<file path="src/bcc_pkg.sv">
package bcc_pkg;
   // Register byte offsets
   localparam logic [7:0] BCC_CTRL_OFS   = 8'h00;
   localparam logic [7:0] BCC_HMODE_OFS  = 8'h04;
   localparam logic [7:0] BCC_TIME_OFS   = 8'h08;
   localparam logic [7:0] BCC_CAL_OFS    = 8'h0c;
   localparam logic [7:0] BCC_TMATCH_OFS = 8'h10;
   localparam logic [7:0] BCC_CMATCH_OFS = 8'h14;
   localparam logic [7:0] BCC_STAT_OFS   = 8'h18;
   localparam logic [7:0] BCC_SCLR_OFS   = 8'h1c;
   localparam logic [7:0] BCC_IEN_OFS    = 8'h20;
   localparam logic [7:0] BCC_IDIS_OFS   = 8'h24;
   localparam logic [7:0] BCC_IMASK_OFS  = 8'h28;
   localparam logic [7:0] BCC_VALID_OFS  = 8'h2c;
   // Control word bits
   localparam int BCC_UPD_TIME_BIT = 0;
   localparam int BCC_UPD_CAL_BIT  = 1;
   // Status bits
   localparam int BCC_ACK_BIT   = 0;
   localparam int BCC_ALARM_BIT = 1;
   // Validity flag bits
   localparam int BCC_VT_BIT  = 0;
   localparam int BCC_VC_BIT  = 1;
   localparam int BCC_VTA_BIT = 2;
   localparam int BCC_VCA_BIT = 3;
   // Field enable bits of the match words, and the AM/PM bit of the hour field
   localparam int BCC_SEC_EN_BIT   = 7;
   localparam int BCC_MIN_EN_BIT   = 15;
   localparam int BCC_HOUR_EN_BIT  = 23;
   localparam int BCC_MONTH_EN_BIT = 23;
   localparam int BCC_DATE_EN_BIT  = 31;
   localparam int BCC_AMPM_BIT     = 22;
   // Values after reset
   localparam logic [31:0] BCC_CAL_RST  = 32'h0181_9819;
   localparam logic [31:0] BCC_TIME_RST = 32'h0000_0000;
   // Second tick from the system clock
   localparam int BCC_CLK_PERIOD_NS = 40;
   localparam int BCC_SECOND_NS     = 1_000_000_000;
   localparam int BCC_TICK_CYCLES   = BCC_SECOND_NS / BCC_CLK_PERIOD_NS;
   localparam int BCC_TICK_W        = 25;
endpackage

</file>
<file path="src/bcc_clock.sv">
// The implementer's own choices: strobed register access and the register offsets.
`timescale 1ns/100ps
// Contract
// - BCD counters for century, year, month, date, day, hour, minute, second
// - Years 1900 to 2099; century rolls when year passes 99
// - Hours in 24-hour or 12-hour form with AM/PM, by setting
// - Every year divisible by 4 is leap; February then has 29 days
// - Seconds advance each second; higher counters on carry
// - Five alarm fields, each with its own enable bit
// - All enabled fields matching sets alarm flag and interrupt if enabled
// - Only seconds field enabled gives one alarm per minute
// - Invalid time or calendar write ignored; flag set until valid write
// - Alarm writes checked the same way with their own flags
// - Century only 19 or 20; year must be legal BCD
// - Date 01-31, month 01-12, date must exist in that month
// - Day of week only 1 to 7
// - Hours BCD; 00-23 with AM/PM clear, or 01-12 in 12-hour
// - Minutes and seconds legal BCD 00 to 59
// - AM/PM bit 22 picks the range; readback is 24-hour value
// - Update acknowledge flag set; host clears it by writing one
// - Time keeps running during a calendar-only update
// - Fields load from one whole 32-bit write at once
// - Time request halts time; time loads only while it is set
module bcc_clock #(
   parameter int TICK_CYCLES = bcc_pkg::BCC_TICK_CYCLES
) (
   // Clock and reset
   input  wire logic        clk_sys,
   input  wire logic        srst,
   // Register port
   input  wire logic [7:0]  reg_addr,
   input  wire logic [31:0] reg_wdata,
   input  wire logic        reg_wr,
   input  wire logic        reg_rd,
   output logic      [31:0] reg_rdata,
   // Interrupt
   output logic             irq
);
   import bcc_pkg::*;

   logic [BCC_TICK_W-1:0] div_reg;
   logic                  tick, tick_d_reg, midnight;
   logic                  upd_time_reg, upd_cal_reg, hr12_reg;
   logic [6:0]            sec_reg, min_reg, cent_reg;
   logic [5:0]            hour_reg, date_reg;
   logic [7:0]            year_reg;
   logic [4:0]            month_reg;
   logic [2:0]            day_reg;
   logic [6:0]            asec_reg, amin_reg;
   logic [5:0]            ahour_reg, adate_reg;
   logic [4:0]            amonth_reg;
   logic [4:0]            aen_reg;
   logic [1:0]            stat_reg, imask_reg;
   logic [3:0]            valid_reg;
   logic                  wr_ctrl, wr_time, wr_cal, wr_tm, wr_cm;
   logic                  time_ok, cal_ok, tm_ok, cm_ok;
   logic                  ack_set, alarm_hit;
   logic [5:0]            w_hour24, w_ahour24;

   // BCD value with legal units and within lo..hi
   function automatic logic bcd_in(input logic [7:0] v, input logic [7:0] lo,
                                   input logic [7:0] hi);
      return (v[3:0] <= 4'h9) && (v >= lo) && (v <= hi);
   endfunction

   // BCD increment by one
   function automatic logic [7:0] bcd_inc(input logic [7:0] v);
      return (v[3:0] == 4'h9) ? {v[7:4] + 4'h1, 4'h0} : v + 8'h01;
   endfunction

   // Leap test of a BCD year, divisible by 4
   function automatic logic leap(input logic [7:0] y);
      if (y[4])
         return (y[3:0] == 4'h2) || (y[3:0] == 4'h6);
      else
         return (y[3:0] == 4'h0) || (y[3:0] == 4'h4) || (y[3:0] == 4'h8);
   endfunction

   // Last date of a month in BCD
   function automatic logic [7:0] mdays(input logic [4:0] m, input logic lp);
      if (m == 5'h02)
         return lp ? 8'h29 : 8'h28;
      else if (m == 5'h04 || m == 5'h06 || m == 5'h09 || m == 5'h11)
         return 8'h30;
      else
         return 8'h31;
   endfunction

   // Hour legality in the selected mode
   function automatic logic hour_ok(input logic [5:0] h, input logic pm,
                                    input logic h12);
      if (h12)
         return bcd_in(8'(h), 8'h01, 8'h12);
      else
         return bcd_in(8'(h), 8'h00, 8'h23) && !pm;
   endfunction

   // 12-hour entry to 24-hour BCD
   function automatic logic [5:0] to24(input logic [5:0] h, input logic pm,
                                       input logic h12);
      logic [4:0] b;
      logic [4:0] c;
      b = 5'(h[5:4]) * 5'd10 + 5'(h[3:0]);
      if (!h12)
         c = b;
      else if (b == 5'd12)
         c = pm ? 5'd12 : 5'd0;
      else
         c = pm ? b + 5'd12 : b;
      if (c >= 5'd20)
         return {2'd2, 4'(c - 5'd20)};
      else if (c >= 5'd10)
         return {2'd1, 4'(c - 5'd10)};
      else
         return {2'd0, c[3:0]};
   endfunction

   // Address decode of writes
   assign wr_ctrl = reg_wr && (reg_addr == BCC_CTRL_OFS);
   assign wr_time = reg_wr && (reg_addr == BCC_TIME_OFS);
   assign wr_cal  = reg_wr && (reg_addr == BCC_CAL_OFS);
   assign wr_tm   = reg_wr && (reg_addr == BCC_TMATCH_OFS);
   assign wr_cm   = reg_wr && (reg_addr == BCC_CMATCH_OFS);

   assign time_ok = bcd_in(8'(reg_wdata[6:0]), 8'h00, 8'h59)
                 && bcd_in(8'(reg_wdata[14:8]), 8'h00, 8'h59)
                 && hour_ok(reg_wdata[21:16], reg_wdata[BCC_AMPM_BIT], hr12_reg);
   assign cal_ok = (reg_wdata[6:0] == 7'h19 || reg_wdata[6:0] == 7'h20)
                && bcd_in(reg_wdata[15:8], 8'h00, 8'h99)
                && bcd_in(8'(reg_wdata[20:16]), 8'h01, 8'h12)
                && bcd_in(8'(reg_wdata[29:24]), 8'h01,
                          mdays(reg_wdata[20:16], leap(reg_wdata[15:8])))
                && (reg_wdata[23:21] != 3'd0);
   assign tm_ok = time_ok;
   assign cm_ok = bcd_in(8'(reg_wdata[20:16]), 8'h01, 8'h12)
               && bcd_in(8'(reg_wdata[29:24]), 8'h01,
                         mdays(reg_wdata[20:16], 1'b1));
   assign w_hour24  = to24(reg_wdata[21:16], reg_wdata[BCC_AMPM_BIT], hr12_reg);
   assign w_ahour24 = w_hour24;

   // Second tick divider
   assign tick = (div_reg == BCC_TICK_W'(TICK_CYCLES - 1));
   always_ff @(posedge clk_sys) begin
      if (srst || tick)
         div_reg <= '0;
      else
         div_reg <= div_reg + 1'b1;
   end

   // Delayed tick for alarm compare
   always_ff @(posedge clk_sys) begin
      if (srst)
         tick_d_reg <= 1'b0;
      else
         tick_d_reg <= tick;
   end

   // Control and hour mode
   always_ff @(posedge clk_sys) begin
      if (srst) begin
         upd_time_reg <= 1'b0;
         upd_cal_reg  <= 1'b0;
         hr12_reg     <= 1'b0;
      end else begin
         if (wr_ctrl) begin
            upd_time_reg <= reg_wdata[BCC_UPD_TIME_BIT];
            upd_cal_reg  <= reg_wdata[BCC_UPD_CAL_BIT];
         end
         if (reg_wr && reg_addr == BCC_HMODE_OFS)
            hr12_reg <= reg_wdata[0];
      end
   end

   assign midnight = tick && !upd_time_reg && sec_reg == 7'h59
                  && min_reg == 7'h59 && hour_reg == 6'h23;

   // Time counters
   always_ff @(posedge clk_sys) begin
      if (srst) begin
         sec_reg  <= BCC_TIME_RST[6:0];
         min_reg  <= BCC_TIME_RST[14:8];
         hour_reg <= BCC_TIME_RST[21:16];
      end else if (wr_time && upd_time_reg) begin
         if (time_ok) begin
            sec_reg  <= reg_wdata[6:0];
            min_reg  <= reg_wdata[14:8];
            hour_reg <= w_hour24;
         end
      end else if (tick && !upd_time_reg) begin
         if (sec_reg != 7'h59) begin
            sec_reg <= 7'(bcd_inc(8'(sec_reg)));
         end else begin
            sec_reg <= 7'h00;
            if (min_reg != 7'h59) begin
               min_reg <= 7'(bcd_inc(8'(min_reg)));
            end else begin
               min_reg  <= 7'h00;
               hour_reg <= (hour_reg == 6'h23) ? 6'h00 : 6'(bcd_inc(8'(hour_reg)));
            end
         end
      end
   end

   // Calendar counters
   // BCD calendar counters
   always_ff @(posedge clk_sys) begin
      if (srst) begin
         cent_reg  <= BCC_CAL_RST[6:0];
         year_reg  <= BCC_CAL_RST[15:8];
         month_reg <= BCC_CAL_RST[20:16];
         day_reg   <= BCC_CAL_RST[23:21];
         date_reg  <= BCC_CAL_RST[29:24];
      end else if (wr_cal && upd_cal_reg) begin
         if (cal_ok) begin
            cent_reg  <= reg_wdata[6:0];
            year_reg  <= reg_wdata[15:8];
            month_reg <= reg_wdata[20:16];
            day_reg   <= reg_wdata[23:21];
            date_reg  <= reg_wdata[29:24];
         end
      end else if (midnight && !upd_cal_reg) begin
         day_reg <= (day_reg == 3'd7) ? 3'd1 : day_reg + 3'd1;
         if (8'(date_reg) != mdays(month_reg, leap(year_reg))) begin
            date_reg <= 6'(bcd_inc(8'(date_reg)));
         end else begin
            date_reg <= 6'h01;
            if (month_reg != 5'h12) begin
               month_reg <= 5'(bcd_inc(8'(month_reg)));
            end else begin
               month_reg <= 5'h01;
               // century roll, 2099 wraps to 1900
               if (year_reg != 8'h99) begin
                  year_reg <= bcd_inc(year_reg);
               end else begin
                  year_reg <= 8'h00;
                  cent_reg <= (cent_reg == 7'h19) ? 7'h20 : 7'h19;
               end
            end
         end
      end
   end

   // Alarm fields and enables
   always_ff @(posedge clk_sys) begin
      if (srst) begin
         asec_reg   <= '0;
         amin_reg   <= '0;
         ahour_reg  <= '0;
         amonth_reg <= '0;
         adate_reg  <= '0;
         aen_reg    <= '0;
      end else begin
         if (wr_tm && tm_ok) begin
            asec_reg   <= reg_wdata[6:0];
            amin_reg   <= reg_wdata[14:8];
            ahour_reg  <= w_ahour24;
            aen_reg[0] <= reg_wdata[BCC_SEC_EN_BIT];
            aen_reg[1] <= reg_wdata[BCC_MIN_EN_BIT];
            aen_reg[2] <= reg_wdata[BCC_HOUR_EN_BIT];
         end
         if (wr_cm && cm_ok) begin
            amonth_reg <= reg_wdata[20:16];
            adate_reg  <= reg_wdata[29:24];
            aen_reg[3] <= reg_wdata[BCC_MONTH_EN_BIT];
            aen_reg[4] <= reg_wdata[BCC_DATE_EN_BIT];
         end
      end
   end

   // Entry validity flags, cleared only by a good write
   always_ff @(posedge clk_sys) begin
      if (srst) begin
         valid_reg <= '0;
      end else begin
         if (wr_time && upd_time_reg)
            valid_reg[BCC_VT_BIT] <= !time_ok;
         if (wr_cal && upd_cal_reg)
            valid_reg[BCC_VC_BIT] <= !cal_ok;
         if (wr_tm)
            valid_reg[BCC_VTA_BIT] <= !tm_ok;
         if (wr_cm)
            valid_reg[BCC_VCA_BIT] <= !cm_ok;
      end
   end

   assign alarm_hit = tick_d_reg && (aen_reg != 5'b0)
                   && (!aen_reg[0] || asec_reg == sec_reg)
                   && (!aen_reg[1] || amin_reg == min_reg)
                   && (!aen_reg[2] || ahour_reg == hour_reg)
                   && (!aen_reg[3] || amonth_reg == month_reg)
                   && (!aen_reg[4] || adate_reg == date_reg);

   assign ack_set = wr_ctrl && ((reg_wdata[BCC_UPD_TIME_BIT] && !upd_time_reg)
                             || (reg_wdata[BCC_UPD_CAL_BIT] && !upd_cal_reg));

   // Status flags; a set wins over a clear in the same cycle
   always_ff @(posedge clk_sys) begin
      if (srst) begin
         stat_reg <= '0;
      end else begin
         if (reg_wr && reg_addr == BCC_SCLR_OFS)
            stat_reg <= stat_reg & ~reg_wdata[1:0];
         if (ack_set)
            stat_reg[BCC_ACK_BIT] <= 1'b1;
         if (alarm_hit)
            stat_reg[BCC_ALARM_BIT] <= 1'b1;
      end
   end

   // Interrupt mask, set and cleared by separate writes
   always_ff @(posedge clk_sys) begin
      if (srst)
         imask_reg <= '0;
      else if (reg_wr && reg_addr == BCC_IEN_OFS)
         imask_reg <= imask_reg | reg_wdata[1:0];
      else if (reg_wr && reg_addr == BCC_IDIS_OFS)
         imask_reg <= imask_reg & ~reg_wdata[1:0];
   end

   always_ff @(posedge clk_sys) begin
      if (srst)
         irq <= 1'b0;
      else
         irq <= |(stat_reg & imask_reg);
   end

   // readback is a live snapshot
   // Read data one cycle after the strobe, zero otherwise
   always_ff @(posedge clk_sys) begin
      if (srst || !reg_rd) begin
         reg_rdata <= '0;
      end else begin
         unique case (reg_addr)
            BCC_CTRL_OFS:   reg_rdata <= {30'h0, upd_cal_reg, upd_time_reg};
            BCC_HMODE_OFS:  reg_rdata <= {31'h0, hr12_reg};
            BCC_TIME_OFS:   reg_rdata <= {10'h0, hour_reg, 1'b0, min_reg,
                                          1'b0, sec_reg};
            BCC_CAL_OFS:    reg_rdata <= {2'h0, date_reg, day_reg, month_reg,
                                          year_reg, 1'b0, cent_reg};
            BCC_TMATCH_OFS: reg_rdata <= {8'h0, aen_reg[2], 1'b0, ahour_reg,
                                          aen_reg[1], amin_reg, aen_reg[0], asec_reg};
            BCC_CMATCH_OFS: reg_rdata <= {aen_reg[4], 1'b0, adate_reg,
                                          aen_reg[3], 2'h0, amonth_reg, 16'h0};
            BCC_STAT_OFS:   reg_rdata <= {30'h0, stat_reg};
            BCC_IMASK_OFS:  reg_rdata <= {30'h0, imask_reg};
            BCC_VALID_OFS:  reg_rdata <= {28'h0, valid_reg};
            default:        reg_rdata <= '0;
         endcase
      end
   end

endmodule // bcc_clock

</file>
<file path="config.mk">
export PLATFORM = sky130hd
export DESIGN_NAME = bcc_clock
export DESIGN_NICKNAME = d
export VERILOG_FILES = /design/src/bcc_pkg.sv /design/src/bcc_clock.sv
export SDC_FILE = /design/constraint.sdc
export NUM_CORES = 1
export LEC_CHECK = 0
export BUFFER_PORTS_ARGS = -buffer_cell sky130_fd_sc_hd__buf_2
export CORE_AREA = 3 3 143 117
export CTS_CLUSTER_DIAMETER = 80
export DETAILED_ROUTE_END_ITERATION = 6
export DIE_AREA = 0 0 146 120
export GPL_ROUTABILITY_DRIVEN = 0
export GPL_TIMING_DRIVEN = 0
export PLACE_DENSITY = 0.8
export SLEW_MARGIN = 20
export SYNTH_ARGS = -nofsm -noshare
export SYNTH_HDL_FRONTEND = slang
export SYNTH_SLANG_ARGS = --single-unit
</file>
<file path="constraint.sdc">
create_clock -name clk_sys -period 5.14 [get_ports clk_sys]
set_input_delay 1.028 -clock clk_sys [delete_from_list [all_inputs] [get_ports clk_sys]]
set_output_delay 1.028 -clock clk_sys [all_outputs]
set_load 0.005 [all_outputs]
</file>
==> key figures <==
Run status
  – Outcome: finished with violations
  – Failing checks: design-rule violations

Routing
  – WL met2: roughly 12 mm
  – Met3 WL post-DR: 3.913 mm
  – DRT met1 WL: 11.81 mm
  – Iteration count of the initial detailed-routing pass: 7
  – Post-route DRC: 3
  – Routed vias/inst: about 6.5
  – Remaining antenna violation count: 0
  – Top layer in use: met4
  – WL per Instance: approximately 20 um
  – Routed WL: 29.36 mm
  – Via Count: 9390
  – Initial drt markers: 1608

Floorplan
  – Die H: between 100 and 150 um
  – Die ar.: 17520 um^2
  – Starting Density: between 50% and 60%
  – Die Width: 146 um
  – Std cell rows: 41
  – Core area: 15540 um^2
  – I/O pin total: 77

Critical path
  – WS Path Type: in2reg
  – Worst Path Arrival: 5.07 ns
  – Setup slack, reg-to-reg: 1.97 ns
  – Buffers and inverters on the worst path: 6
  – Most used cell, CP: ha_1
  – Worst setup SP type: primary input
  – Largest stage delay on the critical path: 0.52 ns
  – Top Family by Delay on Critical Path: compound AO/OA/AOI/OAI gates
  – Worst path slowest cell: or4b_1
  – Crit end category: flop
  – Critical path peak fanout: 10
  – CP required: approximately 5.5 ns
  – Worst Setup SP: reg_wdata[19]
  – RR Startpoint: hour_reg[5]$_SDFFE_PP0P_
  – CP Cell Sequence: buf_2 > buf_2 > inv_1 > ha_1 > xor2_1 > ha_1 > nor3b_2 > or4b_1 > a211o_1 > and3_1 > clkbuf_1 > inv_2 > ha_1 > inv_1 > o21ai_1 > nand4_1 > o32ai_4 > a221oi_1 > a211oi_2

Min path
  – Worst Hold Class: reg2reg
  – Hold path start: div_reg[0]$_SDFF_PP0_

Placed design
  – Setup Slack @ Placement: -0.2512 ns
  – Dpl cells: 1418
  – Placed cell area: just under 10000 um^2
  – I/O Buffers: 70
  – Dpl hpwl: around 21 mm

CTS
  – Clock sinks: 154
  – H-tree Lvls: 4
  – Setup repair bufs after CTS: 0
  – Clock buffer count from CTS: 17
  – Clk Tree Root Cell: clkbuf_16
  – Clk_lat worst skew: 0.45 ns
  – Worst-path clk slew: 0.07 ns
  – Buffer depth of the longest clock path: 2
  – CTS tree: yes

Global routing
  – Grt total ovfl: 0
  – Vias in the first global route: 8701
  – Largest net degree at the start of global routing: 17
  – Global-route wire length before repair: 46.69 mm
  – Aggregate global-route resource usage: between 30% and 40%
  – Initial antenna violation count: 0

Synth
  – Synth unique cells: 84
  – Cell taking the most area after synthesis: dfxtp_1
  – FF+latch count, synth: 154
  – Syn Std Cell Area: ~9000 um^2
  – Synthesized Nets: 1211
  – Syn_area_per_cell: 8.094 um^2
  – Ys Warns: 0
  – Sequential share of the synthesized area: 33.62%
  – Synth Flop Type: dfxtp_1
  – Top cells by area, synth: dfxtp_1 (34%), nor2_1 (5.5%), nand2_1 (4.8%)
  – Ys async rst share: 0%
  – Post-synth EDFFs: 0
  – Synth Instances: 1133
  – Post-synth top area share: between 30% and 40%

STA
  – TNS Setup: 0 ns
  – Final Cycle Share: 91.67%
  – Setup violators final: 0
  – Worst Max-Slew Pin Slew: 0.8762 ns
  – Rel. slew slack: 41.58%
  – Max Fclk: between 200 and 250 MHz
  – Clock Skew: 0.01198 ns
  – RSZ-0062 raised after global routing: false
  – Final Critical Period: 4.712 ns
  – Worst setup margin: 0.4282 ns
  – Hold Violations, Final: 0
  – Max Transition Viols Final: 0

Power and ir drop
  – Leak: 3.900 nW
  – Pwr Density: roughly 260 nW/um^2
  – Worst IR drop on VDD: between 0.2 and 0.25 mV

Finish
  – Filler Cell Count: 1307
  – Most frequent cells in the layout: dfxtp_1 (154), nor2_1 (134), nand2_1 (117)
  – Design area: 10380 um^2
  – Max FFs per register: 31
  – Core Util, Final: 66.79%
  – Area growth, synth to finish: 13.21%
  – Commonest non-fill, non-tap cell in the layout: dfxtp_1
  – NumNets Final: between 1000 and 1500
  – Layout cells sized above 1: 12.15%
  – Final cell count without fillers: 1450
  – N_diodes: 0

Run
  – Max Cap Violations: 0
## synth_stat cells (9+ instances only)
master and count:
clkbuf_1 64, a22oi_1 16, and3_1 19, nor2b_1 10
buf_2 11, mux2i_1 33, xor2_1 38, o211ai_1 10
nor3_1 33, nor3b_1 10, nand3_1 33, nand2_1 117
xnor2_1 32, a21oi_1 74, dfxtp_1 154, mux2_2 10
o31ai_1 10, inv_1 33, a222oi_1 19, nor2_1 134
a31oi_1 9, o21ai_0 32, nand4_1 20, ha_1 33
nand2b_1 9, nor4_1 16, a211oi_1 15
## layer usage
layer	track usage (%)	vias up
li1	-	4271
met1	46.52	4327
met2	48.30	671
met3	8.569	121
met4	15.92	0
met5	0	-
## timing repair
action                                  in CTS  in global routing
hold buffers                                 0                  0
resized for setup                            0                  4
endpoints found under the hold margin        0                  0
endpoints found under the setup margin       0                  7
## final cells by class
type	count	area, um^2	share of cell area (%)
tap	215	269.0	2.591
multi-input combinational	861	5604	53.98
timing repair buffer	70	350.3	3.375
sequential	154	3083	29.70
clock buffer	18	429.2	4.134
clock inverter	14	161.4	1.555
inverter	33	123.9	1.193
buffer	85	360.3	3.471
## kinds of logic after synthesis
group	count (synthesis)	synth area share, %
simple gates	466	26.07
buf+inv	118	5.267
flops	154	33.62
compound gates	246	18.47
xor+xnor	70	6.686
other cells	1	0.04089
mux	44	5.117
fa+ha+maj	34	4.721
## report_power, final
part           total [mW]  leakage (nW)  internal, mW  switching (mW)
sequential           1.20          1.24          1.20         0.00309
clock                1.29         0.272         0.726           0.562
combinational       0.234          2.39        0.0758           0.158
## through the flow
| step | power [mW] | hold WS, ns |
|---|---|---|
| 4_1_cts | 2.710 | 0.4852 |
| 3_5_place_dp | 1.452 | 0.4709 |
| 3_3_place_gp | 1.449 | 0.4457 |
| 5_1_grt | 2.795 | 0.5131 |
| 2_1_floorplan | 1.367 | 0.4298 |
| 6_report | 2.722 | 0.4777 |
## path summary, 6_finish.rpt
path / end / depth (start not counted)
max: hour_reg[4]$_SDFFE_PP0P_ / 19
max reg2reg: year_reg[5]$_SDFFE_PP0P_ / 8
min: div_reg[0]$_SDFF_PP0_ / 1
min reg2reg: div_reg[0]$_SDFF_PP0_ / 1
(Power assumes the default switching activity.)
